## src/common/scrf_pkg.sv

```systemverilog
package scrf_pkg;
	localparam int          BYTE_W     = 8;
	localparam logic [7:0]  HDR_BYTE   = 8'hA5;
	localparam logic [7:0]  REQ_MAX    = 8'hFA;
	localparam logic [7:0]  RSP_MAX    = 8'hF8;
	localparam logic [15:0] CRC_POLY   = 16'h1021;
	localparam logic [15:0] CRC_INIT   = 16'hFFFF;
	localparam int          FIFO_WIDTH = 8;
	localparam int          FIFO_DEPTH = 8;

	typedef enum logic [6:0] {
		RX_HUNT = 7'h01,
		RX_LEN  = 7'h02,
		RX_CMD  = 7'h04,
		RX_DAT  = 7'h08,
		RX_CRH  = 7'h10,
		RX_CRL  = 7'h20,
		RX_HOLD = 7'h40
	} scrf_rx_state_t;

	typedef enum logic [9:0] {
		TX_IDLE = 10'h001,
		TX_HDR  = 10'h002,
		TX_LEN  = 10'h004,
		TX_CMD  = 10'h008,
		TX_STH  = 10'h010,
		TX_STL  = 10'h020,
		TX_DAT  = 10'h040,
		TX_CRH  = 10'h080,
		TX_CRL  = 10'h100,
		TX_END  = 10'h200
	} scrf_tx_state_t;
endpackage : scrf_pkg

```

## src/common/scrf_stream_if.sv

```systemverilog
`timescale 1ns/10ps
interface scrf_stream_if #(parameter int W = 8);
	logic         valid;
	logic         ready;
	logic [W-1:0] data;
	modport src (output valid, output data, input ready);
	modport snk (input valid, input data, output ready);
endinterface : scrf_stream_if

```

## src/core/scrf_fifo.sv

```systemverilog
`timescale 1ns/10ps
module scrf_fifo #(
	parameter int WIDTH = scrf_pkg::FIFO_WIDTH,
	parameter int DEPTH = scrf_pkg::FIFO_DEPTH
) (
	// Clock and reset.
	input  wire logic  clk_sys,
	input  wire logic  rst_n,
	// Filling and draining sides.
	scrf_stream_if.snk wr,
	scrf_stream_if.src rd
);
	import scrf_pkg::*;
	localparam int AW = $clog2(DEPTH);
	localparam int CW = $clog2(DEPTH + 1);

	logic [WIDTH-1:0] mem [DEPTH];
	logic [AW-1:0]    wr_ptr_reg;
	logic [AW-1:0]    wr_ptr_next;
	logic [AW-1:0]    rd_ptr_reg;
	logic [AW-1:0]    rd_ptr_next;
	logic [CW-1:0]    count_reg;
	logic [CW-1:0]    count_next;
	logic             ready_reg;
	logic             ready_next;
	logic             push;
	logic             pop;

	assign push     = wr.valid && ready_reg;
	assign pop      = rd.valid && rd.ready;
	assign wr.ready = ready_reg;
	assign rd.valid = (count_reg != '0);
	assign rd.data  = mem[rd_ptr_reg];

	always_comb begin
		wr_ptr_next = wr_ptr_reg;
		rd_ptr_next = rd_ptr_reg;
		if (push) begin
			wr_ptr_next = (wr_ptr_reg == AW'(DEPTH - 1)) ? '0 : wr_ptr_reg + 1'b1;
		end
		if (pop) begin
			rd_ptr_next = (rd_ptr_reg == AW'(DEPTH - 1)) ? '0 : rd_ptr_reg + 1'b1;
		end
		count_next = count_reg + CW'(push) - CW'(pop);
		// Ready is registered so the filling side never sees a combinational path.
		ready_next = (count_next != CW'(DEPTH));
	end

	always_ff @(posedge clk_sys or negedge rst_n) begin
		if (!rst_n) begin
			wr_ptr_reg <= '0;
			rd_ptr_reg <= '0;
			count_reg  <= '0;
			ready_reg  <= 1'b0;
		end else begin
			wr_ptr_reg <= wr_ptr_next;
			rd_ptr_reg <= rd_ptr_next;
			count_reg  <= count_next;
			ready_reg  <= ready_next;
		end
	end

	always_ff @(posedge clk_sys) begin
		if (push) begin
			mem[wr_ptr_reg] <= wr.data;
		end
	end

	fifo_bound_a: assert property (@(posedge clk_sys) disable iff (!rst_n)
		(count_reg == CW'(DEPTH)) |-> !ready_reg && rd.valid)
		else $error("Full buffer still offers room or hides its data.");
endmodule : scrf_fifo

```

## src/core/scrf_crc16.sv

```systemverilog
`timescale 1ns/10ps
module scrf_crc16 (
	// Clock and reset.
	input  wire logic                         clk_sys,
	input  wire logic                         rst_n,
	// Byte feed.
	input  wire logic                         init,
	input  wire logic                         en,
	input  wire logic [scrf_pkg::BYTE_W-1:0]  data,
	// Running checksum.
	output logic      [15:0]                  crc
);
	import scrf_pkg::*;

	logic [15:0] crc_reg;
	logic [15:0] crc_next;
	logic [15:0] c;
	logic        fb;

	assign crc = crc_reg;

	always_comb begin
		c  = crc_reg;
		fb = 1'b0;
		// Bitwise, most significant bit first.
		for (int i = 0; i < 8; i++) begin
			fb = c[15] ^ data[7 - i];
			c  = {c[14:0], 1'b0} ^ (fb ? CRC_POLY : 16'h0000);
		end
		crc_next = crc_reg;
		if (init) begin
			crc_next = CRC_INIT;
		end else if (en) begin
			crc_next = c;
		end
	end

	always_ff @(posedge clk_sys or negedge rst_n) begin
		if (!rst_n) begin
			crc_reg <= CRC_INIT;
		end else begin
			crc_reg <= crc_next;
		end
	end

	crc_preset_a: assert property (@(posedge clk_sys) disable iff (!rst_n)
		init |=> crc == CRC_INIT)
		else $error("Checksum not preset to all ones.");
	crc_hold_a: assert property (@(posedge clk_sys) disable iff (!rst_n)
		(!init && !en) |=> $stable(crc))
		else $error("Checksum moved without a counted byte.");
endmodule : scrf_crc16

```

## src/core/scrf_framer.sv

```systemverilog
`timescale 1ns/10ps
// Notes on behaviour
// - A response is only sent while a received command is pending.
// - One command at a time; receiving stops until its response is sent.
// - Request is header, length, command, 0..250 data, checksum high then low.
// - Response is header, length, command, status word, 0..248 data, checksum.
// - Both directions use the same CCITT 16-bit CRC.
// - Checksum covers length, command, status and data in sending order.
// - The header byte is left out of the checksum.
module scrf_framer (
	// Clock and reset.
	input  wire logic                         clk_sys,
	input  wire logic                         resetn,
	// Host link, receive side.
	input  wire logic                         rx_valid,
	input  wire logic [scrf_pkg::BYTE_W-1:0]  rx_data,
	output logic                              rx_ready,
	// Host link, transmit side.
	output logic                              tx_valid,
	output logic      [scrf_pkg::BYTE_W-1:0]  tx_data,
	input  wire logic                         tx_ready,
	// Command handed to the command processor.
	output logic                              cmd_valid,
	output logic      [scrf_pkg::BYTE_W-1:0]  cmd_code,
	output logic      [scrf_pkg::BYTE_W-1:0]  cmd_len,
	output logic                              cmd_pending,
	output logic                              rx_drop,
	input  wire logic [scrf_pkg::BYTE_W-1:0]  rd_addr,
	output logic      [scrf_pkg::BYTE_W-1:0]  rd_data,
	// Response from the command processor.
	input  wire logic                         rsp_start,
	input  wire logic [15:0]                  rsp_status,
	input  wire logic [scrf_pkg::BYTE_W-1:0]  rsp_len,
	output logic                              rsp_accept,
	input  wire logic                         app_tx_valid,
	input  wire logic [scrf_pkg::BYTE_W-1:0]  app_tx_data,
	output logic                              app_tx_ready
);
	import scrf_pkg::*;

	logic [1:0]        rst_sync_reg;
	logic              rst_n;
	scrf_rx_state_t    rx_state_reg;
	scrf_rx_state_t    rx_state_next;
	logic [7:0]        rx_len_reg;
	logic [7:0]        rx_len_next;
	logic [7:0]        rx_cmd_reg;
	logic [7:0]        rx_cmd_next;
	logic [7:0]        rx_idx_reg;
	logic [7:0]        rx_idx_next;
	logic [7:0]        rx_crc_hi_reg;
	logic [7:0]        rx_crc_hi_next;
	logic              rx_ready_reg;
	logic              cmd_pending_reg;
	logic              cmd_valid_reg;
	logic              cmd_valid_next;
	logic              rx_drop_reg;
	logic              rx_drop_next;
	logic [7:0]        rd_data_reg;
	logic [7:0]        rd_data_next;
	logic              rx_take;
	logic              rx_crc_ok;
	logic              rx_crc_init;
	logic              rx_crc_en;
	logic [15:0]       rx_crc;
	logic              mem_we;
	logic [7:0]        mem [REQ_MAX];
	scrf_tx_state_t    tx_state_reg;
	scrf_tx_state_t    tx_state_next;
	logic [15:0]       status_reg;
	logic [15:0]       status_next;
	logic [7:0]        tx_len_reg;
	logic [7:0]        tx_len_next;
	logic [7:0]        tx_idx_reg;
	logic [7:0]        tx_idx_next;
	logic              tx_valid_reg;
	logic              tx_valid_next;
	logic [7:0]        tx_data_reg;
	logic [7:0]        tx_data_next;
	logic              rsp_accept_reg;
	logic              rsp_accept_next;
	logic              tx_free;
	logic              tx_load;
	logic [7:0]        tx_byte;
	logic              tx_crc_init;
	logic              tx_crc_en;
	logic [15:0]       tx_crc;
	logic              tx_done;

	scrf_stream_if #(.W(FIFO_WIDTH)) app_in ();
	scrf_stream_if #(.W(FIFO_WIDTH)) app_out ();

	// Reset is released through two flops so every process leaves reset on the same edge.
	always_ff @(posedge clk_sys or negedge resetn) begin
		if (!resetn) begin
			rst_sync_reg <= 2'h0;
		end else begin
			rst_sync_reg <= {rst_sync_reg[0], 1'b1};
		end
	end
	assign rst_n = rst_sync_reg[1];

	assign rx_ready     = rx_ready_reg;
	assign tx_valid     = tx_valid_reg;
	assign tx_data      = tx_data_reg;
	assign cmd_valid    = cmd_valid_reg;
	assign cmd_code     = rx_cmd_reg;
	assign cmd_len      = rx_len_reg;
	assign cmd_pending  = cmd_pending_reg;
	assign rx_drop      = rx_drop_reg;
	assign rd_data      = rd_data_reg;
	assign rsp_accept   = rsp_accept_reg;
	assign app_in.valid = app_tx_valid;
	assign app_in.data  = app_tx_data;
	assign app_tx_ready = app_in.ready;
	assign app_out.ready = tx_load && (tx_state_reg == TX_DAT);

	assign rx_take   = rx_valid && rx_ready_reg;
	assign rx_crc_ok = ({rx_crc_hi_reg, rx_data} == rx_crc);

	always_comb begin
		rx_state_next  = rx_state_reg;
		rx_len_next    = rx_len_reg;
		rx_cmd_next    = rx_cmd_reg;
		rx_idx_next    = rx_idx_reg;
		rx_crc_hi_next = rx_crc_hi_reg;
		cmd_valid_next = 1'b0;
		rx_drop_next   = 1'b0;
		rx_crc_init    = 1'b0;
		rx_crc_en      = 1'b0;
		mem_we         = 1'b0;
		rd_data_next   = (rd_addr < REQ_MAX) ? mem[rd_addr] : 8'h00;
		case (rx_state_reg)
			RX_HUNT: begin
				// Bytes other than the header are skipped so the link can resynchronise.
				if (rx_take && rx_data == HDR_BYTE) begin
					rx_crc_init   = 1'b1;
					rx_state_next = RX_LEN;
				end
			end
			RX_LEN: begin
				if (rx_take) begin
					if (rx_data > REQ_MAX) begin
						rx_drop_next  = 1'b1;
						rx_state_next = RX_HUNT;
					end else begin
						rx_len_next   = rx_data;
						rx_crc_en     = 1'b1;
						rx_state_next = RX_CMD;
					end
				end
			end
			RX_CMD: begin
				if (rx_take) begin
					rx_cmd_next   = rx_data;
					rx_crc_en     = 1'b1;
					rx_idx_next   = 8'h00;
					rx_state_next = (rx_len_reg == 8'h00) ? RX_CRH : RX_DAT;
				end
			end
			RX_DAT: begin
				if (rx_take) begin
					mem_we      = 1'b1;
					rx_crc_en   = 1'b1;
					rx_idx_next = rx_idx_reg + 8'h01;
					if (rx_idx_reg == rx_len_reg - 8'h01) begin
						rx_state_next = RX_CRH;
					end
				end
			end
			RX_CRH: begin
				if (rx_take) begin
					rx_crc_hi_next = rx_data;
					rx_state_next  = RX_CRL;
				end
			end
			RX_CRL: begin
				if (rx_take) begin
					if (rx_crc_ok) begin
						cmd_valid_next = 1'b1;
						rx_state_next  = RX_HOLD;
					end else begin
						rx_drop_next  = 1'b1;
						rx_state_next = RX_HUNT;
					end
				end
			end
			RX_HOLD: begin
				// rx_ready is held low here, so the host is held off and nothing is buffered meanwhile.
				if (tx_done) begin
					rx_state_next = RX_HUNT;
				end
			end
			default: begin
				rx_state_next = RX_HUNT;
			end
		endcase
	end

	always_ff @(posedge clk_sys or negedge rst_n) begin
		if (!rst_n) begin
			rx_state_reg  <= RX_HUNT;
			rx_len_reg    <= 8'h00;
			rx_cmd_reg    <= 8'h00;
			rx_idx_reg    <= 8'h00;
			rx_crc_hi_reg <= 8'h00;
			rx_ready_reg  <= 1'b0;
			cmd_pending_reg <= 1'b1;
			cmd_valid_reg <= 1'b0;
			rx_drop_reg   <= 1'b0;
			rd_data_reg   <= 8'h00;
		end else begin
			rx_state_reg  <= rx_state_next;
			rx_len_reg    <= rx_len_next;
			rx_cmd_reg    <= rx_cmd_next;
			rx_idx_reg    <= rx_idx_next;
			rx_crc_hi_reg <= rx_crc_hi_next;
			rx_ready_reg  <= (rx_state_next != RX_HOLD);
			cmd_pending_reg <= (rx_state_next == RX_HOLD);
			cmd_valid_reg <= cmd_valid_next;
			rx_drop_reg   <= rx_drop_next;
			rd_data_reg   <= rd_data_next;
		end
	end

	always_ff @(posedge clk_sys) begin
		if (mem_we) begin
			mem[rx_idx_reg] <= rx_data;
		end
	end

	assign tx_free = !tx_valid_reg || tx_ready;

	always_comb begin
		tx_state_next   = tx_state_reg;
		status_next     = status_reg;
		tx_len_next     = tx_len_reg;
		tx_idx_next     = tx_idx_reg;
		rsp_accept_next = 1'b0;
		tx_load         = 1'b0;
		tx_byte         = 8'h00;
		tx_crc_init     = 1'b0;
		tx_crc_en       = 1'b0;
		tx_done         = 1'b0;
		case (tx_state_reg)
			TX_IDLE: begin
				if (rsp_start && rx_state_reg == RX_HOLD && rsp_len <= RSP_MAX) begin
					status_next     = rsp_status;
					tx_len_next     = rsp_len;
					tx_idx_next     = 8'h00;
					tx_crc_init     = 1'b1;
					rsp_accept_next = 1'b1;
					tx_state_next   = TX_HDR;
				end
			end
			TX_HDR: begin
				tx_load       = tx_free;
				tx_byte       = HDR_BYTE;
				tx_state_next = tx_free ? TX_LEN : TX_HDR;
			end
			TX_LEN: begin
				tx_load       = tx_free;
				tx_byte       = tx_len_reg;
				tx_crc_en     = tx_free;
				tx_state_next = tx_free ? TX_CMD : TX_LEN;
			end
			TX_CMD: begin
				tx_load       = tx_free;
				tx_byte       = rx_cmd_reg;
				tx_crc_en     = tx_free;
				tx_state_next = tx_free ? TX_STH : TX_CMD;
			end
			TX_STH: begin
				tx_load       = tx_free;
				tx_byte       = status_reg[15:8];
				tx_crc_en     = tx_free;
				tx_state_next = tx_free ? TX_STL : TX_STH;
			end
			TX_STL: begin
				tx_load   = tx_free;
				tx_byte   = status_reg[7:0];
				tx_crc_en = tx_free;
				if (tx_free) begin
					tx_state_next = (tx_len_reg == 8'h00) ? TX_CRH : TX_DAT;
				end
			end
			TX_DAT: begin
				// A starved buffer drops valid on the link rather than send a stale byte.
				tx_load   = tx_free && app_out.valid;
				tx_byte   = app_out.data;
				tx_crc_en = tx_load;
				if (tx_load) begin
					tx_idx_next = tx_idx_reg + 8'h01;
					if (tx_idx_reg == tx_len_reg - 8'h01) begin
						tx_state_next = TX_CRH;
					end
				end
			end
			TX_CRH: begin
				tx_load       = tx_free;
				tx_byte       = tx_crc[15:8];
				tx_state_next = tx_free ? TX_CRL : TX_CRH;
			end
			TX_CRL: begin
				tx_load       = tx_free;
				tx_byte       = tx_crc[7:0];
				tx_state_next = tx_free ? TX_END : TX_CRL;
			end
			TX_END: begin
				tx_done       = tx_free;
				tx_state_next = tx_free ? TX_IDLE : TX_END;
			end
			default: begin
				tx_state_next = TX_IDLE;
			end
		endcase
		tx_valid_next = tx_valid_reg && !tx_ready;
		tx_data_next  = tx_data_reg;
		if (tx_load) begin
			tx_valid_next = 1'b1;
			tx_data_next  = tx_byte;
		end
	end

	always_ff @(posedge clk_sys or negedge rst_n) begin
		if (!rst_n) begin
			tx_state_reg   <= TX_IDLE;
			status_reg     <= 16'h0000;
			tx_len_reg     <= 8'h00;
			tx_idx_reg     <= 8'h00;
			tx_valid_reg   <= 1'b0;
			tx_data_reg    <= 8'h00;
			rsp_accept_reg <= 1'b0;
		end else begin
			tx_state_reg   <= tx_state_next;
			status_reg     <= status_next;
			tx_len_reg     <= tx_len_next;
			tx_idx_reg     <= tx_idx_next;
			tx_valid_reg   <= tx_valid_next;
			tx_data_reg    <= tx_data_next;
			rsp_accept_reg <= rsp_accept_next;
		end
	end

	scrf_crc16 u_rx_crc (
		.clk_sys (clk_sys),
		.rst_n   (rst_n),
		.init    (rx_crc_init),
		.en      (rx_crc_en),
		.data    (rx_data),
		.crc     (rx_crc)
	);

	scrf_crc16 u_tx_crc (
		.clk_sys (clk_sys),
		.rst_n   (rst_n),
		.init    (tx_crc_init),
		.en      (tx_crc_en),
		.data    (tx_byte),
		.crc     (tx_crc)
	);

	scrf_fifo #(.WIDTH(FIFO_WIDTH), .DEPTH(FIFO_DEPTH)) u_fifo (
		.clk_sys (clk_sys),
		.rst_n   (rst_n),
		.wr      (app_in),
		.rd      (app_out)
	);

	no_unsolicited_a: assert property (@(posedge clk_sys) disable iff (!rst_n)
		$rose(tx_valid_reg) |-> !rx_ready_reg && rx_state_reg == RX_HOLD)
		else $error("Response byte sent without a pending command.");
	good_packet_a: assert property (@(posedge clk_sys) disable iff (!rst_n)
		(rx_take && rx_state_reg == RX_CRL && rx_crc_ok) |=> cmd_valid_reg && !rx_ready_reg ##1 !cmd_valid_reg)
		else $error("Good packet not delivered as a single locked command.");
	bad_crc_drop_a: assert property (@(posedge clk_sys) disable iff (!rst_n)
		(rx_take && rx_state_reg == RX_CRL && !rx_crc_ok) |=> rx_drop_reg && !cmd_valid_reg && rx_ready_reg)
		else $error("Packet with bad checksum not discarded.");
	long_req_a: assert property (@(posedge clk_sys) disable iff (!rst_n)
		(rx_take && rx_state_reg == RX_LEN && rx_data > REQ_MAX) |=> rx_state_reg == RX_HUNT && rx_drop_reg)
		else $error("Overlong request not rejected.");
	header_skip_a: assert property (@(posedge clk_sys) disable iff (!rst_n)
		(rx_take && rx_state_reg == RX_HUNT && rx_data == HDR_BYTE) |=> rx_crc == CRC_INIT)
		else $error("Header byte entered the checksum.");
	tx_header_a: assert property (@(posedge clk_sys) disable iff (!rst_n)
		(tx_state_reg == TX_HDR && tx_load) |=> tx_valid_reg && tx_data_reg == HDR_BYTE ##0 tx_state_reg == TX_LEN)
		else $error("Response does not open with the header byte.");
	tx_status_a: assert property (@(posedge clk_sys) disable iff (!rst_n)
		(tx_state_reg == TX_STH && tx_load) |=> tx_data_reg == status_reg[15:8])
		else $error("Status word high byte misplaced.");
	tx_crc_hi_a: assert property (@(posedge clk_sys) disable iff (!rst_n)
		(tx_state_reg == TX_CRH && tx_load) |=> tx_data_reg == $past(tx_crc[15:8]) && tx_state_reg == TX_CRL)
		else $error("Checksum high byte not sent after the counted bytes.");
	tx_count_a: assert property (@(posedge clk_sys) disable iff (!rst_n)
		(tx_state_reg == TX_DAT && tx_load && tx_idx_reg == tx_len_reg - 8'h01) |=> tx_state_reg == TX_CRH)
		else $error("Data byte count does not match the length field.");
	cmd_len_a: assert property (@(posedge clk_sys) disable iff (!rst_n)
		cmd_valid_reg |-> rx_len_reg <= REQ_MAX && rx_idx_reg == rx_len_reg)
		else $error("Delivered command longer than allowed.");
endmodule : scrf_framer

```

## config.mk

```make
export PLATFORM = sky130hd
export DESIGN_NAME = scrf_framer
export DESIGN_NICKNAME = d
export VERILOG_FILES = /design/src/common/scrf_pkg.sv /design/src/common/scrf_stream_if.sv /design/src/core/scrf_fifo.sv /design/src/core/scrf_crc16.sv /design/src/core/scrf_framer.sv
export SDC_FILE = /design/constraint.sdc
export NUM_CORES = 2
export LEC_CHECK = 0
export BUFFER_PORTS_ARGS = -buffer_cell sky130_fd_sc_hd__buf_2
export CAP_MARGIN = 20
export CORE_MARGIN = 3
export CORE_UTILIZATION = 35
export DETAILED_ROUTE_END_ITERATION = 12
export PLACE_DENSITY_LB_ADDON = 0.1
export SETUP_SLACK_MARGIN = 0.3
export SYNTH_ARGS = -nofsm -noshare
export SYNTH_HDL_FRONTEND = slang
export SYNTH_SLANG_ARGS = --single-unit
export TNS_END_PERCENT = 20
```

## constraint.sdc

```tcl
create_clock -name clk_sys -period 6.15 [get_ports clk_sys]
set_clock_uncertainty 0.1 [all_clocks]
set_input_delay 1.23 -clock clk_sys [delete_from_list [all_inputs] [get_ports clk_sys]]
set_output_delay 1.23 -clock clk_sys [all_outputs]
set_load 0.005 [all_outputs]
```

# --- Word level (Yosys, flattened, before mapping) ---
# Memory sizes are Yosys's and may differ from the RTL's.
# Index checks and enable logic that the tools add are counted.
classes:
  n_addsub: 8
  magnitude_cmp: 3
  n_eq_ne: 32
  n_mux: 80
  bitwise: 33
  reduce_logical: 29
op_table:
  columns: ["op", "n"]
  rows:
  - ["$xor 16x16->16", 16]
  - ["$mux 13", 16]
  - ["$pmux 10 s10", 1]
  - ["$mux 16", 4]
  - ["$pmux 8 s8", 1]
  - ["$mux 7", 9]
  - ["$mux 10", 6]
  - ["$pmux 7 s7", 1]
  - ["$mux 8", 6]
  - ["$pmux 8 s2", 2]
  - ["$mux 1", 21]
  - ["$add 8x1->8 const B", 2]
  - ["$eq 16x16->1", 1]
  - ["$eq 8x8->1", 2]
  - ["$logic_not 8->1", 2]
  - ["$sub 8x1->8 const B", 2]
  - ["$xor 1x1->1", 16]
  - ["$eq 7x7->1 const B", 2]
  - ["$mux 3", 4]
  - ["$eq 10x1->1 const B", 1]
  - ["$eq 10x10->1 const B", 1]
  - ["$eq 10x2->1 const B", 1]
  - ["$eq 10x3->1 const B", 1]
  - ["$eq 10x4->1 const B", 1]
  - ["other kinds (40)", 66]
word_totals:
  reg_bits: 148
  ramBits: 2064
  output_inout_bits: 39
  elab_cells: 211
  mem_count: 2
mem_list:
  columns: ["name", "depth", "width", "rd", "rd_clocked_by_memory_dff", "wr", "line_no", "source"]
  rows:
  - ["mem", 250, 8, 1, 0, 1, "scrf_framer.sv:67", "logic [7:0] mem [REQ_MAX];"]
  - ["u_fifo.mem", 8, 8, 1, 0, 1, "scrf_fifo.sv:17", "logic [WIDTH-1:0] mem [DEPTH];"]

# --- Logic depth before layout (Yosys ltp) ---
logic_depth:
  word_depth: 28
  ltp_mapped: 15

# --- Modules after synthesis ---
# A second synthesis with hierarchy kept.
unflattened:
  cells_unflattened: 4621
  hier_area_um2: 88127.0
modules_own_cells:
  columns: ["module", "n_inst", "cells_each", "area_per_inst_um2", "seq_area_each_um2"]
  rows:
  - ["scrf_framer", 1, 4305, 82918.3, 62688.9]
  - ["scrf_fifo", 1, 156, 3124.2, 2197.1]
  - ["scrf_crc16", 2, 80, 1042.2, 420.4]

# --- Worst setup path before layout ---
# No wires, ideal clock.
synth_path:
  path_type: "reg2reg"
  from: "register tx_state_reg[9]"
  to: "register u_fifo.ready_reg, in the netlist u_fifo.wr.ready"
  setup_time_ns: 0.146
  arrival_ns: 3.812
  required_ns: 5.904
  setup_slack_ns: 2.092
  stages_incl_launch_ff: 16
  n_path_buf: 4
  period_less_slack_ns: 4.058
  path_cell_list: "dfrtp_1 -> buf_6 -> or4_4 -> buf_6 -> or4_4 -> buf_6 -> or2_1 -> buf_6 -> inv_4 -> ha_1 -> inv_1 -> ha_1 -> inv_1 -> fa_1 -> inv_1 -> or4b_2"
synth_via:
  elab_chain_len: 7
  word_cells_on_any_way: 14
  cone_classes: "1 x add/sub; 9 x eq/ne; 1 x mux; 3 x reduce/logical"
synth_lines:
  columns: ["item", "line_no", "source"]
  rows:
  - ["start, declared", "scrf_framer.sv:68", "scrf_tx_state_t tx_state_reg;"]
  - ["start signal, assigned", "scrf_framer.sv:335", "tx_state_reg <= tx_state_next;"]
  - ["$eq 10x6->1, or another cell as far along", "scrf_framer.sv:245", "case (tx_state_reg)"]
  - ["$reduce_or 7->1 (no line)", null, null]
  - ["$pmux 1 s2", "scrf_framer.sv:245", null]
  - ["$logic_and 1x1->1 *", "scrf_framer.sv:116", "assign app_out.ready = tx_load && (tx_state_reg == TX_DAT);"]
  - ["$logic_and 1x1->1 *", "scrf_fifo.sv:30", "assign pop = rd.valid && rd.ready;"]
  - ["named net u_fifo.pop", "scrf_fifo.sv:27", "logic pop;"]
  - ["$sub 4x1->4 *", "scrf_fifo.sv:44", "count_next = count_reg + CW'(push) - CW'(pop);"]
  - ["named net u_fifo.count_next[1]", "scrf_fifo.sv:23", "logic [CW-1:0] count_next;"]
  - ["$ne 4x4->1 *", "scrf_fifo.sv:46", "ready_next = (count_next != CW'(DEPTH));"]
  - ["named net u_fifo.ready_next", "scrf_fifo.sv:25", "logic ready_next;"]
  - ["end signal, assigned", "scrf_fifo.sv:59", "ready_reg <= ready_next;"]
  - ["end, declared", "scrf_fifo.sv:24", "logic ready_reg;"]
# Mark *: on every way through the listed nets, which the timed path passes. The rest lies on a longest branch.
# A chain may end at the register's enable or synchronous reset.

# --- Worst setup path in the final report ---
layout_path:
  from: "input rd_addr[0] (netlist name)"
  to: "register rd_data_reg[4], in the netlist rd_data[4]"
layout_via:
  elab_chain_len: 2
  word_cells_on_any_way: 3
  cone_classes: "1 x order compare; 1 x mux; 1 x memory"
layout_lines:
  columns: ["item", "line_no", "source"]
  rows:
  - ["start, declared", "scrf_framer.sv:28", "input wire logic [scrf_pkg::BYTE_W-1:0] rd_addr,"]
  - ["$mem_v2 250x8 / $lt 8x8->1 (equally long branches)", null, null]
  - ["$mux 8 *", "scrf_framer.sv:132", "rd_data_next = (rd_addr < REQ_MAX) ? mem[rd_addr] : 8'h00;"]
  - ["named net rd_data_next[4]", "scrf_framer.sv:60", "logic [7:0] rd_data_next;"]
  - ["end signal, assigned", "scrf_framer.sv:222", "rd_data_reg <= rd_data_next;"]
  - ["end, declared", "scrf_framer.sv:59", "logic [7:0] rd_data_reg;"]
# Marks and branches as above.

==> reports/summary.txt <==
simple-gate area share of the yosys netlist = 0.0326
final slew viol count = 0
Die Footprint = 256,000 um2
Top reg by flops = mem
Logic pwr share = 0.053
ranking of synthesized cells by area = edfxtp_1 71%, mux4_2 16%, dfrtp_1 3.2%
WP data required = 6.76 ns
outcome = complete, no violations
dpl cells = 7,539
drt drc = 0
Switching Fraction = 0.222
number of global-route vias before repair = 44.5k
Final Cycle Share = 0.743
first-pass GRT wire length = 353,000 um
grt met1 use = 0.281
Layout area overhead = 15.3%
Slowest cell on crit path = buf_8
Max H-tree Level = 4
Initial Util = 0.354
via count = 42.7k
Core Region = 247,000 um2
Flop pwr share = 0.516
met3 Use GR = 0.0290
wire per inst = 31.0 um
post-route minimum period = 4.57 ns
Layout Nets = 4,539
PwrDens = 320 nW/um2
CP cell instances = buf_8 > buf_4 > mux4_2 > mux4_2 > a22oi_1 > a21oi_1 > a21oi_1 > o211ai_1
clock share of power = 0.431
commonest cells after routing, fill and taps aside = 2,064 x edfxtp_1, 624 x mux4_2, 327 x nor2_1, 234 x clkbuf_16, 165 x buf_4
cell count along the critical path = 8
critical path's top delay family = compound AO/OA/AOI/OAI gates
Setup crit end = rd_data[4]
post-route ant nets = 0
share of post-route cells with drive strength above 1 = 0.297
Post-Synth Adder-Cell Area = 0.00266
Post-synth EDFFs = 2,064
Compound-Gate Fraction of Synth Area = 0.0198
Netlist cell types = 77
total congestion overflow = 0
Layout fillers = 21.8k
clk buf depth = 3
Syn Area/Cell = 21.0 um2
post-synthesis cell area = 87,400 um2
largest registers = mem (2000), u_fifo.mem (64)
Top Usage Layer GRT = met2
GPL Wtd Cong = 0.771
Port Buf Inserts = 92
total track usage = 0.193
Worst path max stage delay = 0.72 ns
worst r2r src = rx_state_reg[2]
commonest non-fill, non-tap cell in the layout = edfxtp_1
post-CTS sizing = 0
final WL = 248,000 um
# setup viols final = 0
Syn Inst Count = 4,167
Reg-to-Reg End = mem[115][2]
Pint = 0.0251 W
Multi-input gate area = 20,600 um2
XOR/XNOR Fraction of Synth Area = 0.00971
GRT met2 Usage = 0.308
post-synthesis mux area share = 0.170
LEAKAGE = 31.9 nW
Setup Crit Path Kind = in -> reg
I/O pin cnt = 93
Startpoint Class = input pin
Layout Cells excl Fill = 7,988
Critical path buffers and inverters = 2
total number of yosys warnings = 0
vias per cell = 5.35
clock sink count = 2,212
later-pin clock latency in the skew report = 0.88 ns
die width = 506 um
Critical Path Fanout Max = 65
Switching Power = 0.00716 W
RSZ-0062 raised after global routing = no
Post-synth top flop = edfxtp_1
worst slew pin tran = 1.10 ns
DR iter-0 viols = 4,103
maximum vdd drop = 0.000309 V
register area = 65,700 um2
Arr. time, crit path = 5.18 ns
Mapped Nets = 4,239
Placement Rows = 182
CTS Buf Count = 234
#FFs+latches synth = 2,212
flop-to-flop setup slack = 1.83 ns
Fin. Hold Viols = 0
Worst-path clk slew = 0.06 ns
Die H = 506 um
initial antenna violation count = 15
setup TNS = 0 ns
Clock Tree Root = clkbuf_16
Hold Crit Class = reg -> async
Max Cap Violations = 0
Async S/R FF share, synth = 0.0669
post-synthesis sequential area ratio = 0.752
CTS tree = built
slew margin rel. = 0.266
drt pass-1 iters = 8
area leader, netlist = edfxtp_1
largest net degree at the start of global routing = 160
FF-to-FF path depth = 6
Yosys top cell area share = 0.709
main combinational cell family by area after synthesis = multiplexers
Largest register FFs = 2,000
fmax = 219 MHz
detailed placement HPWL = 156,000 um
crit path capture type = flip-flop
Worst Setup SP = rd_addr[0]
-- how the worst min path moves through the flow --
stage	cells after the start	slack, ns	endpoint	start
finish	0	0.25	rx_crc_hi_reg[4]	rst_sync_reg[1]
detailed placement	0	0.24	rst_sync_reg[1]	rst_sync_reg[0]
global placement	0	0.25	rst_sync_reg[1]	rst_sync_reg[0]
global route	0	0.27	rst_sync_reg[1]	rst_sync_reg[0]
floorplan	0	0.23	rst_sync_reg[1]	rst_sync_reg[0]
CTS	0	0.26	rst_sync_reg[1]	rst_sync_reg[0]
-- worst reg2reg max path, stage by stage, from the launching register on --
cell and delay [ns]:
dfrtp_1 0.47, nor3_1 0.48, nand4_1 0.48, nor3_1 0.65, nand2_2 0.61, buf_4 0.46, nor2_1 0.66
-- cells in the mapped netlist (all sizes together) (24+ instances only) --
cell type	count
a21oi	58
a22oi	40
buf	104
clkbuf	133
dfrtp	113
dfstp	35
edfxtp	2064
inv	24
mux2	48
mux2i	26
mux4	624
nand2	120
nor2	330
nor2b	24
nor3	40
o21ai	43
xnor2	65
xor2	28
-- layer usage --
metal / vias up / part of all wire
met5: - / 0.00011
met4: 6 / 0.019
met3: 295 / 0.046
met2: 1182 / 0.48
met1: 23407 / 0.46
li1: 17859 / -
-- cells by family (layout without fill, tap and decap cells) --
family,after synthesis,in the layout
mux,698,698
xor+xnor,93,93
compound gates,253,253
other cells,1,5
simple gates,631,631
buf+inv,261,766
flops,2212,2212
fa+ha+maj,18,18
-- power by group through the flow --
stage | combinational (W) | sequential [W] | clock [W]
6_report | 0.00171 | 0.0166 | 0.0139
5_1_grt | 0.00183 | 0.0166 | 0.0149
4_1_cts | 0.00176 | 0.0166 | 0.0142
3_5_place_dp | 0.00176 | 0.0169 | 0
3_3_place_gp | 0.00174 | 0.0169 | 0
2_1_floorplan | 0.000889 | 0.0169 | 0
-- stage by stage --
stage	power (W)	setup slack, ns	hold WS, ns	utilization	instance area (um2)
4_1_cts	0.0326	1.51	0.260	0.408	101000
3_5_place_dp	0.0187	0.577	0.238	0.377	93100
5_1_grt	0.0333	1.54	0.269	0.408	101000
6_report	0.0322	1.58	0.250	0.408	101000
2_1_floorplan	0.0178	1.68	0.231	-	87400
3_3_place_gp	0.0187	0.553	0.245	0.376	92900
-- final cells by class --
cell class | count | share of cell area
Clock inverter | 159 | 0.0151
Inverter | 24 | 0.000919
Multi-Input combinational cell | 1694 | 0.205
Tap cell | 3312 | 0.0411
Sequential cell | 2212 | 0.652
Clock buffer | 282 | 0.0599
Timing Repair Buffer | 301 | 0.0255
Antenna cell | 4 | 0.0000993
-- repair_timing --
action,in CTS,in global routing
hold buffers,1,0
endpoints found under the setup margin,0,0
setup buffers,0,0
endpoints found under the hold margin,2,0
Note: power is estimated with default switching activity, not from simulation.
